--- config.mk ---
export PLATFORM = sky130hd
export DESIGN_NAME = reference_input_receiver_config
export DESIGN_NICKNAME = d
export VERILOG_FILES = /design/src/hdl/rx_cfg_pkg.sv /design/src/hdl/cfg_regs_if.sv /design/src/hdl/cfg_shadow_regs.sv /design/src/hdl/rx_mode_decode.sv /design/src/hdl/reference_input_receiver_config.sv
export SDC_FILE = /design/constraint.sdc
export NUM_CORES = 1
export LEC_CHECK = 0
export BUFFER_PORTS_ARGS = -buffer_cell sky130_fd_sc_hd__buf_4
export CORE_UTILIZATION = 54
export DETAILED_ROUTE_END_ITERATION = 8
export GPL_TIMING_DRIVEN = 0
export PLACE_DENSITY = 0.82
export SLEW_MARGIN = 20
export SYNTH_ARGS = -nofsm -noshare
export SYNTH_HDL_FRONTEND = slang
export SYNTH_HIERARCHICAL = 1
export SYNTH_SLANG_ARGS = --single-unit
--- constraint.sdc ---
create_clock -name clk_i -period 1.4 [get_ports clk_i]
set_input_delay 0.14 -clock clk_i [delete_from_list [all_inputs] [get_ports clk_i]]
set_output_delay 0.14 -clock clk_i [all_outputs]
set_load 0.05 [all_outputs]
--- src/hdl/rx_cfg_pkg.sv ---
`default_nettype none
package rx_cfg_pkg;
	localparam int ADDR_W = 10;
	localparam int DATA_W = 8;
	localparam int NUM_CH = 4;
	// Register addresses
	localparam logic [ADDR_W-1:0] RX_CTL_ADDR = 10'h01a;
	localparam logic [ADDR_W-1:0] ZD_CTL_ADDR = 10'h01b;
	// Reset values, write masks and unmapped read value
	localparam logic [DATA_W-1:0] RX_CTL_RESET = 8'h00;
	localparam logic [DATA_W-1:0] ZD_CTL_RESET = 8'h00;
	localparam logic [DATA_W-1:0] RX_CTL_WMASK = 8'hff;
	localparam logic [DATA_W-1:0] ZD_CTL_WMASK = 8'h3f;
	localparam logic [DATA_W-1:0] UNMAPPED_READ = 8'h00;
	// Receiver control fields
	localparam int CTL_TEST_EN = 7;
	localparam int CTL_B_DIFF = 6;
	localparam int CTL_A_DIFF = 5;
	localparam int CTL_B_EN = 4;
	localparam int CTL_A_EN = 3;
	localparam int CTL_PD_CTRL = 2;
	localparam int CTL_OSC_NEG = 1;
	localparam int CTL_OSC_DIFF = 0;
	// Zero delay control fields
	localparam int ZD_MODE_INT = 5;
	localparam int ZD_FB_OSC = 4;
	localparam int ZD_SE_PIN = 3;
	localparam int ZD_DIFF = 2;
	localparam int ZD_B_PIN = 1;
	localparam int ZD_A_PIN = 0;
	// Receiver channel indices
	localparam int CH_PRI = 0;
	localparam int CH_SEC = 1;
	localparam int CH_OSC = 2;
	localparam int CH_ZD = 3;
endpackage
`default_nettype wire

--- src/hdl/cfg_regs_if.sv ---
`default_nettype none
interface cfg_regs_if;
	import rx_cfg_pkg::*;
	logic wr_en;
	logic [ADDR_W-1:0] wr_addr;
	logic [DATA_W-1:0] wr_data;
	logic io_update;
	logic [DATA_W-1:0] buf_ctl;
	logic [DATA_W-1:0] buf_zd;
	logic [DATA_W-1:0] act_ctl;
	logic [DATA_W-1:0] act_zd;
	modport store (
		input wr_en, wr_addr, wr_data, io_update,
		output buf_ctl, buf_zd, act_ctl, act_zd
	);
	modport user (
		output wr_en, wr_addr, wr_data, io_update,
		input buf_ctl, buf_zd, act_ctl, act_zd
	);
endinterface
`default_nettype wire

--- src/hdl/cfg_shadow_regs.sv ---
`default_nettype none
module cfg_shadow_regs
	import rx_cfg_pkg::*;
(
	// Clock and reset
	input wire logic clk_i,
	input wire logic resetn_i,
	// Register storage
	cfg_regs_if.store regs
);
	typedef struct packed {
		logic [DATA_W-1:0] buf_ctl;
		logic [DATA_W-1:0] buf_zd;
		logic [DATA_W-1:0] act_ctl;
		logic [DATA_W-1:0] act_zd;
	} shadow_t;

	shadow_t s_q;
	shadow_t s_d;

	always_comb begin
		s_d = s_q;
		if (regs.wr_en && regs.wr_addr == RX_CTL_ADDR) begin
			s_d.buf_ctl = regs.wr_data & RX_CTL_WMASK;
		end
		if (regs.wr_en && regs.wr_addr == ZD_CTL_ADDR) begin
			s_d.buf_zd = regs.wr_data & ZD_CTL_WMASK;
		end
		// A write in the update cycle goes live at once
		if (regs.io_update) begin
			s_d.act_ctl = s_d.buf_ctl;
			s_d.act_zd = s_d.buf_zd;
		end
	end

	always_ff @(posedge clk_i or negedge resetn_i) begin
		if (!resetn_i) begin
			s_q <= '{RX_CTL_RESET, ZD_CTL_RESET, RX_CTL_RESET, ZD_CTL_RESET};
		end else begin
			s_q <= s_d;
		end
	end

	assign regs.buf_ctl = s_q.buf_ctl;
	assign regs.buf_zd = s_q.buf_zd;
	assign regs.act_ctl = s_q.act_ctl;
	assign regs.act_zd = s_q.act_zd;
endmodule
`default_nettype wire

--- src/hdl/rx_mode_decode.sv ---
`default_nettype none
module rx_mode_decode (
	// Raw fields
	input wire logic diff_i,
	input wire logic pin_i,
	input wire logic en_i,
	// Decoded mode
	output logic en_o,
	output logic diff_o,
	output logic se_pin_o
);
	// Pin choice only matters in single-ended mode
	assign en_o = en_i;
	assign diff_o = diff_i;
	assign se_pin_o = !diff_i && pin_i;
endmodule
`default_nettype wire

--- src/hdl/reference_input_receiver_config.sv ---
`default_nettype none
// Function
// - Test receiver powered only while bit 7 set
// - Bit 6 makes secondary reference differential
// - Bit 5 makes primary reference differential
// - Bit 2 low keeps both references enabled
// - Bit 4 enables secondary under individual control
// - Bit 3 enables primary under individual control
// - Bit 1 picks oscillator negative single-ended pin
// - Bit 0 makes oscillator input differential
// - Mode bit picks internal or external feedback
// - Mode bit ignored when oscillator feeds back
// - Bit 4 routes oscillator into loop feedback
// - Bit 2 makes zero-delay receiver differential
// - Bit 3 pin choice only when single-ended
// - Bit 1 picks secondary single-ended pin
// - Bit 0 picks primary single-ended pin
// - Writes buffered until update; optional buffered readback
module reference_input_receiver_config
	import rx_cfg_pkg::*;
(
	// Clock and reset
	input wire logic clk_i,
	input wire logic resetn_i,
	// Register write port
	input wire logic wr_en_i,
	input wire logic [rx_cfg_pkg::ADDR_W-1:0] wr_addr_i,
	input wire logic [rx_cfg_pkg::DATA_W-1:0] wr_data_i,
	input wire logic io_update_i,
	// Register read port
	input wire logic rd_en_i,
	input wire logic [rx_cfg_pkg::ADDR_W-1:0] rd_addr_i,
	input wire logic rd_buffered_i,
	output logic [rx_cfg_pkg::DATA_W-1:0] rd_data_o,
	output logic rd_valid_o,
	// Receiver controls, indexed by channel
	output logic [rx_cfg_pkg::NUM_CH-1:0] rx_en_o,
	output logic [rx_cfg_pkg::NUM_CH-1:0] rx_diff_o,
	output logic [rx_cfg_pkg::NUM_CH-1:0] rx_se_pin_o,
	// Test receiver and feedback path
	output logic ref_test_en_o,
	output logic fb_from_osc_o,
	output logic zd_internal_o
);
	typedef struct packed {
		logic [DATA_W-1:0] rd_data;
		logic rd_valid;
		logic [NUM_CH-1:0] rx_en;
		logic [NUM_CH-1:0] rx_diff;
		logic [NUM_CH-1:0] rx_se_pin;
		logic ref_test_en;
		logic fb_from_osc;
		logic zd_internal;
	} top_state_t;

	top_state_t t_q;
	top_state_t t_d;
	cfg_regs_if regs ();
	logic [NUM_CH-1:0] raw_diff;
	logic [NUM_CH-1:0] raw_pin;
	logic [NUM_CH-1:0] raw_en;
	logic [NUM_CH-1:0] dec_en;
	logic [NUM_CH-1:0] dec_diff;
	logic [NUM_CH-1:0] dec_pin;
	logic [DATA_W-1:0] ctl;
	logic [DATA_W-1:0] zd;

	assign regs.wr_en = wr_en_i;
	assign regs.wr_addr = wr_addr_i;
	assign regs.wr_data = wr_data_i;
	assign regs.io_update = io_update_i;

	cfg_shadow_regs u_shadow (
		.clk_i(clk_i),
		.resetn_i(resetn_i),
		.regs(regs)
	);

	// Decode always works from the live copy, never the buffer
	assign ctl = regs.act_ctl;
	assign zd = regs.act_zd;

	always_comb begin
		raw_diff[CH_PRI] = ctl[CTL_A_DIFF];
		raw_pin[CH_PRI] = zd[ZD_A_PIN];
		raw_en[CH_PRI] = ctl[CTL_PD_CTRL] ? ctl[CTL_A_EN] : 1'b1;
		raw_diff[CH_SEC] = ctl[CTL_B_DIFF];
		raw_pin[CH_SEC] = zd[ZD_B_PIN];
		raw_en[CH_SEC] = ctl[CTL_PD_CTRL] ? ctl[CTL_B_EN] : 1'b1;
		raw_diff[CH_OSC] = ctl[CTL_OSC_DIFF];
		raw_pin[CH_OSC] = ctl[CTL_OSC_NEG];
		raw_en[CH_OSC] = 1'b1;
		raw_diff[CH_ZD] = zd[ZD_DIFF];
		raw_pin[CH_ZD] = zd[ZD_SE_PIN];
		// Powered only for external zero delay
		raw_en[CH_ZD] = !zd[ZD_FB_OSC] && !zd[ZD_MODE_INT];
	end

	genvar ch;
	generate
		for (ch = 0; ch < NUM_CH; ch++) begin : g_ch
			rx_mode_decode u_dec (
				.diff_i(raw_diff[ch]),
				.pin_i(raw_pin[ch]),
				.en_i(raw_en[ch]),
				.en_o(dec_en[ch]),
				.diff_o(dec_diff[ch]),
				.se_pin_o(dec_pin[ch])
			);
		end
	endgenerate

	always_comb begin
		t_d = t_q;
		t_d.rx_en = dec_en;
		t_d.rx_diff = dec_diff;
		t_d.rx_se_pin = dec_pin;
		t_d.ref_test_en = ctl[CTL_TEST_EN];
		t_d.fb_from_osc = zd[ZD_FB_OSC];
		t_d.zd_internal = !zd[ZD_FB_OSC] && zd[ZD_MODE_INT];
		t_d.rd_valid = rd_en_i;
		if (rd_en_i) begin
			if (rd_addr_i == RX_CTL_ADDR) begin
				t_d.rd_data = rd_buffered_i ? regs.buf_ctl : regs.act_ctl;
			end else if (rd_addr_i == ZD_CTL_ADDR) begin
				// Reserved bits never stored, so they read zero
				t_d.rd_data = rd_buffered_i ? regs.buf_zd : regs.act_zd;
			end else begin
				t_d.rd_data = UNMAPPED_READ;
			end
		end
	end

	always_ff @(posedge clk_i or negedge resetn_i) begin
		if (!resetn_i) begin
			t_q.rd_data <= UNMAPPED_READ;
			t_q.rd_valid <= 1'b0;
			t_q.rx_en <= '0;
			t_q.rx_diff <= '0;
			t_q.rx_se_pin <= '0;
			t_q.ref_test_en <= 1'b0;
			t_q.fb_from_osc <= 1'b0;
			t_q.zd_internal <= 1'b0;
		end else begin
			t_q <= t_d;
		end
	end

	assign rd_data_o = t_q.rd_data;
	assign rd_valid_o = t_q.rd_valid;
	assign rx_en_o = t_q.rx_en;
	assign rx_diff_o = t_q.rx_diff;
	assign rx_se_pin_o = t_q.rx_se_pin;
	assign ref_test_en_o = t_q.ref_test_en;
	assign fb_from_osc_o = t_q.fb_from_osc;
	assign zd_internal_o = t_q.zd_internal;
endmodule
`default_nettype wire

**Word-level counts from Yosys, hierarchy flattened**

Cells that the tools add are included.

- Memories: 0
- Latch bits: 0
- Bits of input ports: 34
- ROM bits: 0
- Bits in writable memories: 0
- Bits in registers: 56
- Logic and storage cells: 38

- Bitwise logic cells: 0
- Reduce and logical (&&, ||, !) cells: 14
- Shifts and indexed selects: 0
- Divide/modulo/power cells: 0
- Magnitude comparators: 0
- Multiplexer cells: 8
- $mul: 0
- Add/sub/neg operators: 0
- Equal/unequal tests: 4

Operators by type and width:

| operator | number |
|---|---|
| 2-to-1 mux 8 bit | 6 |
| equality test 10 x 5 -> 1 bit, second input constant | 4 |
| logical AND 1 bit | 8 |
| logical NOT 1 bit | 6 |
| 2-to-1 mux 1 bit | 2 |

**Longest topological paths before layout**

- Word-level depth: 3
- Gate-level depth with buffers: 6
- Depth with buffers taken out: 3

**Cells and area by module**

The synthesis kept the hierarchy.

By module, submodules not included:

| module | times used | cells an instance | area each (sq um) |
|---|---|---|---|
| cfg_shadow_regs | 1 | 133 | 1,514.0 |
| reference_input_receiver_config | 1 | 59 | 984.7 |
| rx_mode_decode | 4 | 3 | 28.8 |

**Least setup slack after synthesis**

OpenSTA, ideal clock, no wires.

- Path type: input to register
- Start point: input wr_addr_i[9] (netlist bit)
- End point: register u_shadow.s_q (netlist bit u_shadow/regs.act_zd[6])
- Stages: 5
- Arrival time: 1.540 ns
- Path buffers: 2
- Setup slack: -0.260 ns
- Cells stage by stage: or4b_4 > or3_1 > buf_6 > buf_8 > a31o_1

- Word-level cells in the longest chain between the ends: 3

Ends and longest elaborated chain:

| item | line | RTL |
|---|---|---|
| start, declared | reference_input_receiver_config.sv:27 | `input wire logic [rx_cfg_pkg::ADDR_W-1:0] wr_addr_i,` |
| equality test 10 x 5 -> 1 bit | cfg_shadow_regs.sv:26 | `if (regs.wr_en && regs.wr_addr == ZD_CTL_ADDR) begin` |
| logical AND 1 bit | cfg_shadow_regs.sv:26 |  |
| 2-to-1 mux 8 bit | cfg_shadow_regs.sv:26 |  |
| end signal, assigned | cfg_shadow_regs.sv:38 | `s_q <= '{RX_CTL_RESET, ZD_CTL_RESET, RX_CTL_RESET, ZD_CTL_RESET};` |
| end, declared | cfg_shadow_regs.sv:18 | `shadow_t s_q;` |

Every way passes these cells.
A chain may end at the register's enable or synchronous reset.

**Worst setup path after layout**

- Start point: input wr_addr_i[2] (netlist bit)
- End point: register u_shadow.s_q (netlist bit u_shadow/regs.act_zd[5])

Same word-level chain as after synthesis.

==> metrics <==
Power Dens Cells 890 nW/um^2; setup ws final -0.0740 ns; FF+latch count, synth 56; final hold vios 0; Syn Nets 238; drt pass-1 iters 4; met2 wire length 3150 um; top cells by area, synth dfrtp_1 54%, mux4_2 6.9%, mux2_4 3.4%; Clock transition at path regs around 0.090 ns; reg-to-reg critical path endpoint rd_data_o[0]; slack of the worst reg-to-reg path 0.07 ns; WL met1 2580 um; post-detail-place hpwl 3930 um; grt total ovfl 0; outcome finished, violations left; Hold WC Path Type in -> reg; Slew Limit Fails 0; final instance area 3520 um^2; final setup violation count 24; Area after DPL 3180 um^2; register area share after synthesis between 50% and 60%; Critical Path AT about 1.6 ns; CTS HTree Levels 2; Post-DRT Antenna Nets 0; clk_lat worst skew 0.30 ns; fillcell total 282; Hold Crit Start rd_en_i; first-pass GRT wire length 9870 um; Period minus WS final 1.47 ns; Distinct cells, synth 34; ratio of cells with drive above 1 in the final layout 48.4%; root buffer cell clkbuf_8; clock tree skew after final layout 0.00641 ns; final wirelength 6190 um; number of vias per cell 5.95; clock sinks 56; Synth top area share 53.6%; buffer depth of the longest clock path 2; failing checks setup timing; final period utilization 105%; cts bufs inserted 5; Die Area 5120 um^2; core area 4500 um^2; CP Launch Type input port; Core Util, Final 78.3%; top-level I/O count 58; RSZ-0062 raised after global routing yes; Rel. slew slack 49.2%; Setup crit end kind flop; number of global-route vias before repair 2002; DP Worst Slack -0.411 ns; Crit Path Class in -> reg; hold path depth 1; Pleak 1.72 nW; largest net degree at the start of global routing 57; Core Rows 24; growth of design area from synthesis to finish 34.8%; post-synthesis cell area 2610 um^2; Worst IR Drop VDD 0.584 mV; highest routed layer met4; Final #Nets 306; Die W roughly 72 um; R2R depth 2; Fmax between 600 and 700 MHz; Iter 0 DRT Violations 90; ant diodes 0; Worst R2R Start u_shadow/regs.act_ctl[0]; initial core utilization 58.0%; leading area contributor after synthesis dfrtp_1; met3 WL 364 um; overall power 0.00314 W; MaxCap Viol Count 0; Vias 1933; initial antenna violation count 0; placer congestion estimate 0.796; Worst Max-Slew Pin Slew around 0.76 ns; Port Buffers 54; CTS tree yes; synthesized instance count 204; Post-Syn Area per Cell roughly 13 um^2; Die Y around 72 um; Hold Path End rd_valid_o; required time worst endpoint 1.56 ns; Remaining DRCs 0; WL per Instance approximately 19 um; Synthesis Warnings 6; CP Max Fanout 5; GR Util All Layers roughly a quarter
## state kept, by name (all words and copies together) (netlist names)
name	cells
rd_data_o	8
ref_test_en_o	1
zd_internal_o	1
rx_diff_o	4
u_shadow/regs.act_zd	8
u_shadow/regs.buf_ctl	8
u_shadow/regs.buf_zd	8
rx_se_pin_o	4
rx_en_o	4
fb_from_osc_o	1
u_shadow/regs.act_ctl	8
rd_valid_o	1
## per-stage QoR
step / TNS (ns) / cells / hold slack [ns]
finish: -0.912 / 325 / 0.0341
global route: -1.49 / 325 / 0.0271
CTS: -0.398 / 324 / 0.0244
detailed placement: -9.75 / 310 / 0.222
global placement: -9.42 / 310 / 0.227
floorplan: -4.19 / 204 / -0.156
## power by group
part / internal, W / total [W] / leakage, nW / switching, W
registers: 0.00166 / 0.00169 / 0.745 / 0.0000330
clock network: 0.000531 / 0.00101 / 0.0552 / 0.000475
logic: 0.000190 / 0.000438 / 0.922 / 0.000248
## worst max-delay path, stage by stage
cell       delay [ns]
buf_6            0.09
or4b_4           0.55
buf_6            0.16
buf_8            0.13
clkbuf_16        0.16
o311ai_4         0.26
o221ai_2         0.14
## cells in the mapped netlist
cell	instances
or4b_4	2
nor2b_4	4
clkbuf_1	5
a31o_1	2
nor4b_2	1
nor2b_1	9
nand3b_1	1
dfrtp_1	56
nor2_1	10
buf_8	1
and2b_1	2
dlygate4sd1_1	1
nand4b_1	1
mux2_4	6
o311ai_1	6
inv_1	6
nand2_1	21
mux4_2	8
nand3_1	1
and4b_1	1
conb_1	1
or4_4	4
or4_1	3
buf_6	5
buf_1	1
buf_4	8
o221ai_1	6
a41o_1	8
dlymetal6s2s_1	1
a31oi_1	8
nand2b_1	3
or3_1	2
and2_1	2
o31ai_1	8
## layout make-up
class / instances / area [um^2] / area share [%]
Clock inverter: 2 / 35.0 / 0.994
Tap cell: 52 / 65.1 / 1.85
Inverter: 6 / 22.5 / 0.639
Timing Repair Buffer: 61 / 531 / 15.1
Buffer: 22 / 219 / 6.21
Multi-Input combinational cell: 120 / 1180 / 33.4
Clock buffer: 6 / 72.6 / 2.06
Sequential cell: 56 / 1400 / 39.8
## what timing repair did
item,CTS,global route
pin swaps,5,11
buffers inserted,3,0
gates resized for setup,14,14
hold buffers,1,0
hold endpoints to repair,56,0
gates cloned,2,1
setup endpoints to repair,19,24
## worst max-delay path by stage
stage	start	to	slack, ns	depth (start not counted)
finish	wr_addr_i[2]	u_shadow/regs.act_zd[5]	-0.07	7
global route	wr_addr_i[2]	u_shadow/regs.act_zd[5]	-0.10	7
CTS	wr_addr_i[9]	u_shadow/regs.act_zd[6]	-0.07	6
detailed placement	wr_addr_i[2]	u_shadow/regs.act_zd[5]	-0.41	6
global placement	wr_addr_i[2]	u_shadow/regs.act_zd[5]	-0.40	6
floorplan	wr_addr_i[6]	u_shadow/regs.buf_zd[0]	-0.23	4
## metal layers
metal | vias to the layer above | track usage (%)
met5 | - | 0
met4 | 0 | 10.7
met3 | 6 | 3.80
met2 | 90 | 44.3
met1 | 957 | 33.8
li1 | 880 | -
## cells in the final DEF (no fill, tap or decap), drive strengths merged, types with 2 or more instances in the layout
master,count
buf,73
dfrtp,56
nand2,21
nor2b,13
clkbuf,13
nor2,10
mux4,8
a41o,8
a31oi,8
o31ai,8
or4,7
mux2,6
inv,6
o221ai,6
o311ai,6
nand2b,3
or4b,2
or3,2
and2,2
and2b,2
a31o,2
## logic make-up (layout without fill, tap and decap cells)
| kind of cell | count (synthesis) | count (layout) | share of synthesized area [%] |
|---|---|---|---|
| multiplexers | 14 | 14 | 10.3 |
| other | 1 | 1 | 0.143 |
| AND/OR/NAND/NOR | 67 | 67 | 16.4 |
| buffers and inverters | 28 | 97 | 7.56 |
| AO/OA/AOI/OAI | 38 | 38 | 12.0 |
| flip-flops | 56 | 56 | 53.6 |
Note: power is estimated with default switching activity, not from simulation.
